File: config.mk
export PLATFORM = sky130hd
export DESIGN_NAME = output_driver_config_regs
export DESIGN_NICKNAME = d
export VERILOG_FILES = /design/src/hdl/drv_cfg_pkg.sv /design/src/hdl/cfg_word_reg.sv /design/src/hdl/drv_settings_map.sv /design/src/hdl/output_driver_config_regs.sv
export SDC_FILE = /design/constraint.sdc
export NUM_CORES = 1
export LEC_CHECK = 0
export ABC_AREA = 1
export BUFFER_PORTS_ARGS = -buffer_cell sky130_fd_sc_hd__buf_2
export CAP_MARGIN = 20
export CORE_MARGIN = 2
export CORE_UTILIZATION = 45
export DETAILED_ROUTE_END_ITERATION = 8
export GPL_ROUTABILITY_DRIVEN = 1
export PLACE_DENSITY = 0.73
export SETUP_SLACK_MARGIN = 0.5
export SYNTH_ARGS = -nofsm -noshare
export SYNTH_HDL_FRONTEND = slang
export SYNTH_SLANG_ARGS = --single-unit
File: constraint.sdc
create_clock -name ref_clk -period 13.2 [get_ports ref_clk]
set_input_delay 2.64 -clock ref_clk [delete_from_list [all_inputs] [get_ports ref_clk]]
set_output_delay 2.64 -clock ref_clk [all_outputs]
set_load 0.01 [all_outputs]
File: src/hdl/drv_cfg_pkg.sv
// Constants, field layouts and carrier types for the output driver configuration bank
package drv_cfg_pkg;

  localparam int unsigned DATA_W  = 16;
  localparam int unsigned ADDR_W  = 3;
  localparam int unsigned PWR_W   = 3;
  localparam int unsigned VCM_W   = 2;
  localparam int unsigned PRE_W   = 2;
  localparam int unsigned FMT_W   = 2;
  localparam int unsigned N_MAIN  = 4;

  // Register indices, one 32-bit word each on the bus
  localparam logic [ADDR_W-1:0] IDX_ENA_PWR  = 3'h4;
  localparam logic [ADDR_W-1:0] IDX_PWR_LVL  = 3'h5;
  localparam logic [ADDR_W-1:0] IDX_PULSE_CM = 3'h6;
  localparam logic [ADDR_W-1:0] IDX_LOGIC    = 3'h7;
  localparam logic [ADDR_W-1:0] IDX_FMT      = 3'h0;

  // Reset values
  localparam logic [DATA_W-1:0] RST_ENA_PWR  = 16'h36FF;
  localparam logic [DATA_W-1:0] RST_PWR_LVL  = 16'h4936;
  localparam logic [DATA_W-1:0] RST_PULSE_CM = 16'hB6DC;
  localparam logic [DATA_W-1:0] RST_LOGIC    = 16'h0001;
  localparam logic [DATA_W-1:0] RST_FMT      = 16'h0000;

  // Writable-bit masks; reserved bits stay zero
  localparam logic [DATA_W-1:0] WMASK_ENA_PWR  = 16'h3FFF;
  localparam logic [DATA_W-1:0] WMASK_PWR_LVL  = 16'h7FFF;
  localparam logic [DATA_W-1:0] WMASK_PULSE_CM = 16'hFFFF;
  localparam logic [DATA_W-1:0] WMASK_LOGIC    = 16'h7FFF;
  localparam logic [DATA_W-1:0] WMASK_FMT      = 16'h0003;

  // Field positions (low bit)
  localparam int unsigned POS_MAIN1_PWR   = 11;
  localparam int unsigned POS_MAIN0_PWR   = 8;
  localparam int unsigned POS_PULSE_EN    = 4;
  localparam int unsigned POS_MAIN_EN     = 0;
  localparam int unsigned POS_PULSE2_PWR  = 12;
  localparam int unsigned POS_PULSE1_PWR  = 9;
  localparam int unsigned POS_PULSE0_PWR  = 6;
  localparam int unsigned POS_MAIN3_PWR   = 3;
  localparam int unsigned POS_MAIN2_PWR   = 0;
  localparam int unsigned POS_LOGIC_EN    = 15;
  localparam int unsigned POS_PULSE_CM0   = 3;
  localparam int unsigned POS_PULSE3_PWR  = 0;
  localparam int unsigned POS_LP_CM       = 13;
  localparam int unsigned POS_LO_CM       = 11;
  localparam int unsigned POS_LP_PRE      = 9;
  localparam int unsigned POS_LO_PRE      = 7;
  localparam int unsigned POS_LP_PWR      = 4;
  localparam int unsigned POS_LO_PWR      = 1;
  localparam int unsigned POS_LP_EN       = 0;

  // Logic clock driver format codes
  typedef enum logic [FMT_W-1:0] {
    FMT_LVDS = 2'h0,
    FMT_RSV1 = 2'h1,
    FMT_CML  = 2'h2,
    FMT_RSV3 = 2'h3
  } drv_format_t;

  // Effective drive settings presented to the analog output stages
  typedef struct packed {
    logic [N_MAIN-1:0]          main_enable;
    logic [N_MAIN-1:0]          pulse_enable;
    logic [N_MAIN*PWR_W-1:0]    main_power;
    logic [N_MAIN*PWR_W-1:0]    pulse_power;
    logic [N_MAIN*PWR_W-1:0]    pulse_common_mode;
    logic                       logic_out_enable;
    logic                       logic_pulse_enable;
    logic [VCM_W-1:0]           logic_out_common_mode;
    logic [VCM_W-1:0]           logic_pulse_common_mode;
    logic [PRE_W-1:0]           logic_out_predriver_power;
    logic [PRE_W-1:0]           logic_pulse_predriver_power;
    logic [PWR_W-1:0]           logic_out_power;
    logic [PWR_W-1:0]           logic_pulse_power;
    logic                       logic_out_lvds;
    logic                       logic_out_cml;
  } drv_settings_t;

  // One bus request as decoded by the slave
  typedef struct packed {
    logic              wr;
    logic              rd;
    logic [ADDR_W-1:0] idx;
    logic [DATA_W-1:0] wdata;
    logic [1:0]        be;
  } bus_req_t;

endpackage : drv_cfg_pkg

File: src/hdl/cfg_word_reg.sv
// One configuration word with reset value, write mask and byte enables
`timescale 1ns/1ps
module cfg_word_reg #(
  parameter int unsigned               W     = 16,
  parameter logic [W-1:0]              RST   = '0,
  parameter logic [W-1:0]              WMASK = '1
) (
  // Clock and reset
  input  wire logic         ref_clk,
  input  wire logic         reset,
  // Write side
  input  wire logic         wr_en,
  input  wire logic [W/8-1:0] be,
  input  wire logic [W-1:0] wdata,
  // Stored value
  output logic [W-1:0]      value
);

  logic [W-1:0] word_r;
  logic [W-1:0] word_nxt;
  logic [W-1:0] lane_mask;

  initial begin
    if (W % 8 != 0) $error("cfg_word_reg: width must be whole bytes");
  end

  always_comb begin
    for (int i = 0; i < W; i++) begin
      lane_mask[i] = be[i/8];
    end
    word_nxt = word_r;
    if (wr_en) begin
      word_nxt = (word_r & ~(lane_mask & WMASK)) | (wdata & lane_mask & WMASK);
    end
  end

  always_ff @(posedge ref_clk or posedge reset) begin
    if (reset) begin
      word_r <= RST;
    end else begin
      word_r <= word_nxt;
    end
  end

  assign value = word_r;

endmodule : cfg_word_reg

File: src/hdl/drv_settings_map.sv
// Splits stored words into effective driver settings, gating format-dependent fields
`timescale 1ns/1ps
module drv_settings_map (
  // Stored words
  input  wire logic [15:0]            ena_pwr,
  input  wire logic [15:0]            pwr_lvl,
  input  wire logic [15:0]            pulse_cm,
  input  wire logic [15:0]            logic_word,
  input  wire logic [1:0]             out_format,
  // Effective settings
  output drv_cfg_pkg::drv_settings_t  settings
);

  localparam int unsigned PW = drv_cfg_pkg::PWR_W;
  localparam int unsigned VW = drv_cfg_pkg::VCM_W;

  logic lvds;
  logic cml;

  assign lvds = (out_format == drv_cfg_pkg::FMT_LVDS);
  assign cml  = (out_format == drv_cfg_pkg::FMT_CML);

  always_comb begin
    settings = '0;
    settings.main_enable  = ena_pwr[drv_cfg_pkg::POS_MAIN_EN +: drv_cfg_pkg::N_MAIN];
    settings.pulse_enable = ena_pwr[drv_cfg_pkg::POS_PULSE_EN +: drv_cfg_pkg::N_MAIN];
    settings.main_power[0*PW +: PW] = ena_pwr[drv_cfg_pkg::POS_MAIN0_PWR +: PW];
    settings.main_power[1*PW +: PW] = ena_pwr[drv_cfg_pkg::POS_MAIN1_PWR +: PW];
    settings.main_power[2*PW +: PW] = pwr_lvl[drv_cfg_pkg::POS_MAIN2_PWR +: PW];
    settings.main_power[3*PW +: PW] = pwr_lvl[drv_cfg_pkg::POS_MAIN3_PWR +: PW];
    settings.pulse_power[0*PW +: PW] = pwr_lvl[drv_cfg_pkg::POS_PULSE0_PWR +: PW];
    settings.pulse_power[1*PW +: PW] = pwr_lvl[drv_cfg_pkg::POS_PULSE1_PWR +: PW];
    settings.pulse_power[2*PW +: PW] = pwr_lvl[drv_cfg_pkg::POS_PULSE2_PWR +: PW];
    settings.pulse_power[3*PW +: PW] = pulse_cm[drv_cfg_pkg::POS_PULSE3_PWR +: PW];
    settings.pulse_common_mode = pulse_cm[drv_cfg_pkg::POS_PULSE_CM0 +: drv_cfg_pkg::N_MAIN*PW];
    settings.logic_out_enable   = pulse_cm[drv_cfg_pkg::POS_LOGIC_EN];
    settings.logic_pulse_enable = logic_word[drv_cfg_pkg::POS_LP_EN];
    // LVDS-only common mode; pulse format is outside this bank, assumed LVDS
    settings.logic_pulse_common_mode = logic_word[drv_cfg_pkg::POS_LP_CM +: VW];
    settings.logic_out_common_mode = lvds ? logic_word[drv_cfg_pkg::POS_LO_CM +: VW] : '0;
    settings.logic_pulse_predriver_power = logic_word[drv_cfg_pkg::POS_LP_PRE +: drv_cfg_pkg::PRE_W];
    settings.logic_out_predriver_power = logic_word[drv_cfg_pkg::POS_LO_PRE +: drv_cfg_pkg::PRE_W];
    settings.logic_pulse_power = logic_word[drv_cfg_pkg::POS_LP_PWR +: PW];
    settings.logic_out_power = cml ? logic_word[drv_cfg_pkg::POS_LO_PWR +: PW] : '0;
    settings.logic_out_lvds  = lvds;
    settings.logic_out_cml   = cml;
  end

endmodule : drv_settings_map

File: src/hdl/output_driver_config_regs.sv
// Output driver configuration bank behind an Avalon-MM slave
//
// The Avalon-MM interface to the registers was decided locally.
`timescale 1ns/1ps
module output_driver_config_regs (
  // Clock and reset
  input  wire logic                        ref_clk,
  input  wire logic                        reset,
  // Avalon-MM slave
  input  wire logic [4:0]                  avs_address,
  input  wire logic                        avs_read,
  input  wire logic                        avs_write,
  input  wire logic [31:0]                 avs_writedata,
  input  wire logic [3:0]                  avs_byteenable,
  output logic [31:0]                      avs_readdata,
  output logic                             avs_waitrequest,
  output logic [1:0]                       avs_response,
  // Driver settings
  output drv_cfg_pkg::drv_settings_t       settings
);

  localparam int unsigned DW = drv_cfg_pkg::DATA_W;

  // Slave states, Gray along idle -> answer
  typedef enum logic [1:0] {
    ST_IDLE = 2'h0,
    ST_ANS  = 2'h1,
    ST_DONE = 2'h3
  } bus_state_t;

  bus_state_t              state_r;
  bus_state_t              state_nxt;
  logic [31:0]             rdata_r;
  logic [31:0]             rdata_nxt;
  logic [1:0]              resp_r;
  logic [1:0]              resp_nxt;
  logic                    wait_r;
  logic                    wait_nxt;
  drv_cfg_pkg::bus_req_t   req;
  logic                    hit;
  logic [DW-1:0]           rd_word;
  logic                    take;
  logic [4:0]              wr_sel;
  logic [DW-1:0]           word_q [5];
  drv_cfg_pkg::drv_settings_t settings_c;
  drv_cfg_pkg::drv_settings_t settings_r;

  localparam logic [DW-1:0] RSTS [5] = '{drv_cfg_pkg::RST_ENA_PWR, drv_cfg_pkg::RST_PWR_LVL,
                                         drv_cfg_pkg::RST_PULSE_CM, drv_cfg_pkg::RST_LOGIC,
                                         drv_cfg_pkg::RST_FMT};
  localparam logic [DW-1:0] MASKS [5] = '{drv_cfg_pkg::WMASK_ENA_PWR,
                                          drv_cfg_pkg::WMASK_PWR_LVL,
                                          drv_cfg_pkg::WMASK_PULSE_CM,
                                          drv_cfg_pkg::WMASK_LOGIC,
                                          drv_cfg_pkg::WMASK_FMT};
  localparam logic [drv_cfg_pkg::ADDR_W-1:0] IDXS [5] = '{drv_cfg_pkg::IDX_ENA_PWR,
                                                         drv_cfg_pkg::IDX_PWR_LVL,
                                                         drv_cfg_pkg::IDX_PULSE_CM,
                                                         drv_cfg_pkg::IDX_LOGIC,
                                                         drv_cfg_pkg::IDX_FMT};

  // Word address: byte address / 4, so avs_address carries the index
  always_comb begin
    req.wr    = avs_write;
    req.rd    = avs_read;
    req.idx   = avs_address[drv_cfg_pkg::ADDR_W-1:0];
    req.wdata = avs_writedata[DW-1:0];
    req.be    = avs_byteenable[1:0];
  end

  // Request accepted once, in the idle state
  assign take = (state_r == ST_IDLE) && (req.wr || req.rd);

  genvar g;
  generate
    for (g = 0; g < 5; g++) begin : g_word
      assign wr_sel[g] = take && req.wr &&
                         (avs_address[4:3] == 2'h0) && (req.idx == IDXS[g]);
      cfg_word_reg #(
        .W     (DW),
        .RST   (RSTS[g]),
        .WMASK (MASKS[g])
      ) u_word (
        .ref_clk (ref_clk),
        .reset   (reset),
        .wr_en   (wr_sel[g]),
        .be      (req.be),
        .wdata   (req.wdata),
        .value   (word_q[g])
      );
    end
  endgenerate

  // Read decode; reserved bits are stored as zero
  always_comb begin
    hit     = 1'b1;
    rd_word = '0;
    if (avs_address[4:3] != 2'h0) begin
      hit = 1'b0;
    end else if (req.idx == drv_cfg_pkg::IDX_ENA_PWR) begin
      rd_word = word_q[0];
    end else if (req.idx == drv_cfg_pkg::IDX_PWR_LVL) begin
      rd_word = word_q[1];
    end else if (req.idx == drv_cfg_pkg::IDX_PULSE_CM) begin
      rd_word = word_q[2];
    end else if (req.idx == drv_cfg_pkg::IDX_LOGIC) begin
      rd_word = word_q[3];
    end else if (req.idx == drv_cfg_pkg::IDX_FMT) begin
      rd_word = word_q[4];
    end else begin
      hit = 1'b0;
    end
  end

  // Fixed two-cycle answer keeps read data a clean flop output
  always_comb begin
    state_nxt = state_r;
    rdata_nxt = rdata_r;
    resp_nxt  = resp_r;
    wait_nxt  = 1'b1;
    case (state_r)
      ST_IDLE: begin
        if (take) begin
          state_nxt = ST_ANS;
          wait_nxt  = 1'b0;
          rdata_nxt = {16'h0000, rd_word};
          resp_nxt  = hit ? 2'h0 : 2'h3;
        end
      end
      ST_ANS: begin
        state_nxt = ST_DONE;
      end
      default: begin
        state_nxt = ST_IDLE;
      end
    endcase
  end

  always_ff @(posedge ref_clk or posedge reset) begin
    if (reset) begin
      state_r <= ST_IDLE;
      rdata_r <= 32'h0000_0000;
      resp_r  <= 2'h0;
      wait_r  <= 1'b1;
    end else begin
      state_r <= state_nxt;
      rdata_r <= rdata_nxt;
      resp_r  <= resp_nxt;
      wait_r  <= wait_nxt;
    end
  end

  drv_settings_map u_map (
    .ena_pwr    (word_q[0]),
    .pwr_lvl    (word_q[1]),
    .pulse_cm   (word_q[2]),
    .logic_word (word_q[3]),
    .out_format (word_q[4][drv_cfg_pkg::FMT_W-1:0]),
    .settings   (settings_c)
  );

  // Settings registered so outputs come from flops
  always_ff @(posedge ref_clk or posedge reset) begin
    if (reset) begin
      settings_r <= '0;
    end else begin
      settings_r <= settings_c;
    end
  end

  assign avs_readdata    = rdata_r;
  assign avs_waitrequest = wait_r;
  assign avs_response    = resp_r;
  assign settings        = settings_r;
endmodule : output_driver_config_regs

==> out/metrics.yaml, run 1 <==
clock.fmax_ghz: 0.245
die_w_um: 117
vias_per_cell: 4.97
worst_pin_slew_ns: 0.877
setup_ws_ns: 9.11
drc_errors: 0
grt_max_degree: 74
clkTransAtPathRegs_ns: 0.06
reg2regPathDepth: 7
holdCritPathClass: "reg2reg"
antenna_found_initial: 0
powerDensity_mw_per_mm2: 166
coreArea_mm2: 0.0126
die_y_um: 117
ios: 142
min_to: "settings[26]"
wl_per_cell_um: 15.7
nets: 755
vias: 4445
relSlewSlack_pct: 41.5
status: "finished clean"
crit_start: "avs_write"
die_area_mm2: 0.0138
hold_viol: 0
initial_utilization_pct: 46.0
min_path_cells: 0
cts_made_buffers: 17
cts-root-buf: "clkbuf_16"
ys_types: 28
period_share_pct: 31.0
grt_pass1_wl_um: 22800
ir_drop_uv: 98.6
cts_sinks: 144
crit_type: "in2reg"
worstPathMaxFanout: 71
cap_violations: 0
fin_crit_ns: 4.09
syn_avg_cell_area_um2: 9.51
regToRegSetupSlack_ns: 10.99
ys_ff_latch: 144
synth_warnings: 0
netlist_area_mm2: 0.00578
antenna_cells: 0
cts_max_level: 4
gp_congestion: 0.914
setup-violations-final: 0
worst_clock_skew_ns: 0.00608
critPathArrivalTime_ns: 4.40
required_ns: 13.51
layout_commonest_cell: "nand2_1"
layout-drive-gt1-share_pct: 26.3
most-common-layout-cells: "208 x nand2_1, 113 x dfrtp_1, 107 x buf_2"
cts_setup_buffers: 0
cts_tree: "yes"
p_leak_uw: 0.00380
yosysSeqAreaShare_pct: 63.0
drtAntennaViolNets: 0
ctsLongestPathBuffers: 2
drtIter0Drc: 433
start_kind: "primary input"
clk_latency_ns: 0.42
pre_cts_ws_ns: 8.73
cts_hold_buf: 0
portBuffers: 107
rsz0062_at_grt: "false"
r2r-start: "state_r[0]"
grt_usage_pct: 21.2
end_kind: "register"
placementRows: 41
cts_resized: 0
fin_setup_tns_ns: 0
grt_pass1_vias: 4364
syn_to_final_growth_pct: 20.8
routed_wirelength_um: 14000
dr.pass1.iters: 5
report.final.slew_viol_count: 0
grt_overflow: 0
dp_hpwl_um: 9670
synth_cells: 608
-- critical path: stages --
cell and delay (ns):
buf_2 0.10, inv_2 0.04, nand2_1 0.11, nand3_1 0.12, nor2_4 0.09, buf_4 0.55
nand3_1 0.45, nand2_1 0.17, nand2_1 0.07
-- report_power, final --
group / leakage (µW) / internal (µW) / switching [µW] / total [µW]
Combinational: 0.00172 / 44.7 / 92.5 / 137
Sequential: 0.00178 / 497 / 28.5 / 525
Clock: 0.000297 / 314 / 184 / 498
Total: 0.00380 / 855 / 305 / 1160
-- logic make-up (layout without fill, tap and decap cells) --
logic type | count (synthesis) | count (layout) | synth area share, %
AO/OA/AOI/OAI | 38 | 38 | 3.74
AND/OR/NAND/NOR | 324 | 324 | 24.9
flip-flops | 144 | 144 | 63.0
other | 1 | 16 | 0.0648
buffers and inverters | 101 | 201 | 8.26
-- metal layers --
metal	track usage [%]	part of all wire, %	vias up
li1	-	-	2112
met1	28.8	45	2111
met2	32.1	45	196
met3	6.32	7.9	26
met4	8.28	2.1	0
met5	0	0	-
-- synth_stat cells --
cell	number	area (µm²)
o21ai_0	9	45.0
o21bai_1	1	7.51
inv_1	56	210
o31ai_1	1	7.51
dfrtp_1	113	2830
nor3b_1	1	7.51
clkbuf_1	9	33.8
a21oi_1	16	80.1
nor2_2	3	18.8
nand2_1	208	781
nand2_2	5	31.3
nand4_1	48	300
buf_2	10	50.1
nand3_2	2	20.0
dfstp_2	31	815
buf_6	1	11.3
o21a_1	4	30.0
conb_1	1	3.75
o211ai_1	4	30.0
nor2_1	21	78.8
nand3_1	31	155
nor3_1	1	5.00
buf_4	21	158
a31oi_1	1	6.26
inv_2	3	11.3
o21ai_1	2	10.0
nor2_4	4	45.0
buf_1	1	3.75
-- worst max path at each step --
stage                            endpoint  depth (start not counted)  slack [ns]
4_1_cts                          register                          9        9.15
3_3_place_gp                     register                          8        8.79
3_5_place_dp                     register                          9        8.73
5_1_grt                          register                          8        8.90
6_report                         register                          9        9.11
2_1_floorplan  asynchronous set/reset pin                          1        6.75
-- area by class of cell --
type,instances,area (µm²)
well taps,172,215
inverters,59,226
flip-flops and latches,144,3640
multi-input cells,378,1720
repair buffers,110,558
clock inverters,11,153
clock buffers,21,470
fillers,1111,5580
-- metrics by stage --
step,hold slack [ns],cell area [µm²],std cells,utilization [%],total power (µW)
after floorplan,0.354,5840,623,-,614
after global placement,0.363,6360,863,50.6,664
after detailed placement,0.367,6360,863,50.6,670
after CTS,0.378,6980,895,55.6,1170
after global routing,0.393,6980,895,55.6,1210
final,0.377,6980,895,55.6,1160
Note: power is estimated with default switching activity, not from simulation.
==> run 2: changes to the inputs <==
PLACE_DENSITY = 0.76   (was 0.73)
clock period = 3.6 ns   (was 13.2 ns; I/O delays follow)
==> run 2 against run 1 <==
Clock skew grew 0.0043 ns. Non-clock buffer count grew 4. Sequential power grew to 3.7 times the previous value. Combinational power grew to 3.7 times the previous value. Worst setup slack lost 7.7 ns. Flip-flop and latch count is the same. Routed wire length grew 1.4%. Core utilization grew 0.52 points. First-iteration DRC count grew 21%. Worst hold slack gained 0.0087 ns. Cell count grew 0.45%. Clock power grew to 3.8 times the previous value. Largest cell class unchanged.
==> out/metrics.yaml, run 2 (synthesis results as in run 1) <==
p_leak_uw: 0.00384
antenna_cells: 0
initial_utilization_pct: 46.0
crit_top_cell: "nand2_1"
die_w_um: 117
most-common-layout-cells: "208 x nand2_1, 113 x dfrtp_1, 107 x buf_2"
fin_setup_tns_ns: 0
grt_max_degree: 52
busiest_layer: "met2"
setup_ws_ns: 1.42
cts_setup_buffers: 0
crit_chain: "buf_2 > nor2_1 > nand2_2 > inv_2 > nand3_1 > nand2_1 > nand2_1"
p_comb_share_pct: 11.8
crit_type: "in2reg"
grt_pass1_wl_um: 23000
worst_pin_slew_ns: 0.686
path_depth: 7
placementRows: 41
wl_per_cell_um: 15.8
antenna_found_initial: 0
gp_congestion: 0.923
clkTransAtPathRegs_ns: 0.06
dr.pass1.iters: 7
clk_latency_ns: 0.41
report.final.slew_viol_count: 0
powerDensity_mw_per_mm2: 613
power.share.sequential_pct: 44.5
coreArea_mm2: 0.0126
critPathBufInv: 2
ios: 142
grt_use_met3_pct: 5.64
worstPathMaxFanout: 23
crit_family: "simple AND/OR/NAND/NOR gates"
routed_wirelength_um: 14200
end_kind: "register"
ir_drop_uv: 349
portBuffers: 107
grt_use_met1_pct: 30.3
vias: 4526
ctsLongestPathBuffers: 2
syn_to_final_growth_pct: 21.9
cts_resized: 0
cts-root-buf: "clkbuf_16"
use_met2_pct: 31.3
cts_max_level: 4
grt_pass1_vias: 4378
worst_clock_skew_ns: 0.0104
die_y_um: 117
critPathSlowestCell: "inv_2"
regToRegSetupSlack_ns: 1.49
period_share_pct: 60.5
holdCritPathClass: "in2async"
vias_per_cell: 5.03
num-fill-cells: 1067
clock.fmax_ghz: 0.459
nets: 759
reg2regPathDepth: 7
crit_start: "avs_address[0]"
required_ns: 3.94
layout-drive-gt1-share_pct: 26.8
p_int_uw: 3210
hold_viol: 0
drtIter0Drc: 524
dp_hpwl_um: 9850
hold_ws_ns: 0.386
relSlewSlack_pct: 54.2
cts_tree: "yes"
start_kind: "primary input"
p_switching_uw: 1110
pre_cts_ws_ns: 1.07
layout_commonest_cell: "nand2_1"
setup-violations-final: 0
critPathArrivalTime_ns: 2.52
swShare_pct: 25.8
rsz0062_at_grt: "false"
clkPwrFrac_pct: 43.6
die_area_mm2: 0.0138
grt_overflow: 0
status: "finished clean"
cts_made_buffers: 17
cts_hold_buf: 0
drc_errors: 0
r2r-start: "state_r[0]"
critPathMaxStageDelay_ns: 0.45
drtAntennaViolNets: 0
cts_sinks: 144
grt_usage_pct: 21.1
fin_crit_ns: 2.18
cap_violations: 0
total_power_uw: 4320
==> run 2: changes by cell type in the layout (fill, tap and decap cells not counted), sizes merged <==
cell    before  now
buf        110  114
bufinv       3    4
clkbuf      21   20
clkinv       2    4
inv         62   60
==> run 2: cell type report <==
type	instances	area (µm²)	share of cell area [%]
tap	172	215	3.05
sequential	144	3640	51.7
timing repair buffer	114	601	8.52
inverter	59	225	3.19
clock buffer	20	467	6.62
multi-input combinational	378	1720	24.4
clock inverter	12	180	2.56
==> run 2: worst min-delay path by stage <==
stage | slack (ns) | end | startpoint | depth (start not counted)
5_1_grt | 0.39 | settings[42] | register | 0
3_3_place_gp | 0.36 | settings[42] | register | 0
4_1_cts | 0.38 | settings[42] | register | 0
3_5_place_dp | 0.37 | settings[42] | register | 0
2_1_floorplan | 0.35 | settings[23] | register | 0
6_report | 0.39 | asynchronous set/reset pin | reset | 2
==> run 2: power by group through the flow <==
stage                     combinational, µW  clock [µW]  sequential (µW)
after detailed placement                509           0             1950
after CTS                               515        1900             1930
after floorplan                         274           0             1980
final                                   512        1890             1930
after global placement                  497           0             1940
after global routing                    569        1980             1940
==> run 2: stage by stage <==
| stage | utilization (%) | cells | area [µm²] |
|---|---|---|---|
| finish | 56.1 | 899 | 7050 |
| global route | 56.1 | 899 | 7050 |
| CTS | 56.1 | 899 | 7050 |
| detailed placement | 50.9 | 867 | 6400 |
| global placement | 50.9 | 867 | 6400 |
| floorplan | - | 623 | 5840 |
==> run 2: worst register-to-register path, delay by kind of cell (launching register included) <==
family / cells / cell delay (ns)
buffers and inverters: 1 / 0.46
flip-flops: 1 / 0.39
AND/OR/NAND/NOR: 6 / 1.16
==> run 2: routing by layer <==
| metal | vias up | wire (µm) | share of wire, % |
|---|---|---|---|
| met5 | - | 0 | 0 |
| met2 | 224 | 6620 | 47 |
| met3 | 34 | 1310 | 9.2 |
| met4 | 0 | 275 | 1.9 |
| li1 | 2132 | - | - |
| met1 | 2136 | 6010 | 42 |
==> run 3: changes to the inputs <==
PLACE_DENSITY = 0.73   (was 0.76)
clock period = 2.3 ns   (was 3.6 ns; I/O delays follow)
==> run 3 against run 2 <==
Design area grew 0.91%. Routed wire length grew 2.3%. Core utilization grew 0.51 points. Clock power grew 51%. Critical path type is now reg2reg.
==> out/metrics.yaml, run 3 (synthesis results as in run 1) <==
report.final.slew_viol_count: 0
grt_pass1_wl_um: 23300
cts-root-buf: "clkbuf_16"
ir_drop_uv: 519
grt_usage_pct: 21.7
start_kind: "register"
setup-violations-final: 0
die_y_um: 117
critPathArrivalTime_ns: 2.02
worstPathMaxFanout: 36
cts_tree: "yes"
drtAntennaViolNets: 0
routed.top_layer: "met4"
wl_met2_um: 6790
worst_clock_skew_ns: 0.00858
relSlewSlack_pct: 62.4
portBuffers: 107
layout_commonest_cell: "nand2_1"
crit_start: "state_r[0]"
ctsLongestPathBuffers: 2
cts_hold_buf: 0
status: "finished clean"
initial_utilization_pct: 46.0
vias: 4558
placementRows: 41
vias_per_cell: 5.04
grt_max_degree: 80
fin_crit_ns: 1.71
period_share_pct: 74.5
clock.fmax_ghz: 0.584
ios: 142
r2r-start: "state_r[0]"
antenna_found_initial: 1
total_power_uw: 6700
required_ns: 2.61
dr.pass1.iters: 5
cts_setup_buffers: 0
cts_made_buffers: 17
routed_wirelength_um: 14500
wl_per_cell_um: 16.1
rsz0062_at_grt: "false"
drtIter0Drc: 495
holdCritPathClass: "in2async"
met1_length_um: 6090
powerDensity_mw_per_mm2: 942
grt_pass1_vias: 4405
num-fill-cells: 1096
clkTransAtPathRegs_ns: 0.06
drc_errors: 0
die_w_um: 117
grt_overflow: 0
cap_violations: 0
p_leak_uw: 0.00386
nets: 763
layout-drive-gt1-share_pct: 27.6
most-common-layout-cells: "208 x nand2_1, 113 x dfrtp_1, 107 x buf_2"
clk_latency_ns: 0.42
end_kind: "register"
fin_setup_tns_ns: 0
syn_to_final_growth_pct: 23.0
hold_viol: 0
dr_wl_met3_um: 1370
gp_congestion: 0.880
die_area_mm2: 0.0138
dp_hpwl_um: 9780
cts_max_level: 4
worst_pin_slew_ns: 0.562
coreArea_mm2: 0.0126
crit_type: "reg2reg"
cts_sinks: 144
[run 3: cell type report]
cell class              count  area (µm²)  share of cell area (%)
flip-flops and latches    144        3640                    51.2
well taps                 172         215                    3.03
diodes                      1        2.50                  0.0352
clock buffers              18         429                    6.03
clock inverters            14         186                    2.62
multi-input cells         378        1740                    24.5
repair buffers            118         673                    9.46
inverters                  59         225                    3.17
[run 3: worst max-delay path: stages, from the launching register on]
cell     delay [ns]
dfrtp_1        0.39
nor2_2         0.18
nand3_1        0.14
nor2_4         0.20
buf_12         0.24
nand3_2        0.22
nand2_1        0.15
nand2_1        0.07
[run 3: metrics by stage]
step	util [%]	std cells	hold WS, ns	instance area, µm²	worst slack, ns
2_1_floorplan	-	623	0.354	5840	0.0603
5_1_grt	56.6	904	0.0628	7110	0.529
3_3_place_gp	51.3	870	0.362	6450	0.413
4_1_cts	56.3	902	0.0501	7080	0.537
3_5_place_dp	51.3	870	0.363	6450	0.358
6_report	56.6	904	0.0507	7110	0.587
[run 3: metal layers]
metal | vias up | global-route usage [%]
li1 | 2145 | -
met5 | - | 0
met3 | 22 | 5.98
met2 | 226 | 32.8
met1 | 2165 | 30.1
met4 | 0 | 8.51
[run 3: worst paths after layout]
kind	to	slack (ns)	cells past startpoint
worst max-delay path	register	0.59	7
worst max register to register	register	0.59	7
max in group asynchronous	asynchronous set/reset pin	1.49	3
worst min register to register	settings[45]	0.38	0
min in group ref_clk	register	0.30	3
worst min-delay path	settings[57]	0.05	2
[run 3: repair_timing]
action,4_1_cts,5_1_grt
pin swaps,0,0
setup endpoints to repair,2,17
gates cloned,0,1
gates resized for setup,2,2
[run 3: power by group]
part | leakage (µW) | switching, µW | internal (µW)
clock | 0.000300 | 1040 | 1810
combinational | 0.00178 | 547 | 284
sequential | 0.00178 | 161 | 2850
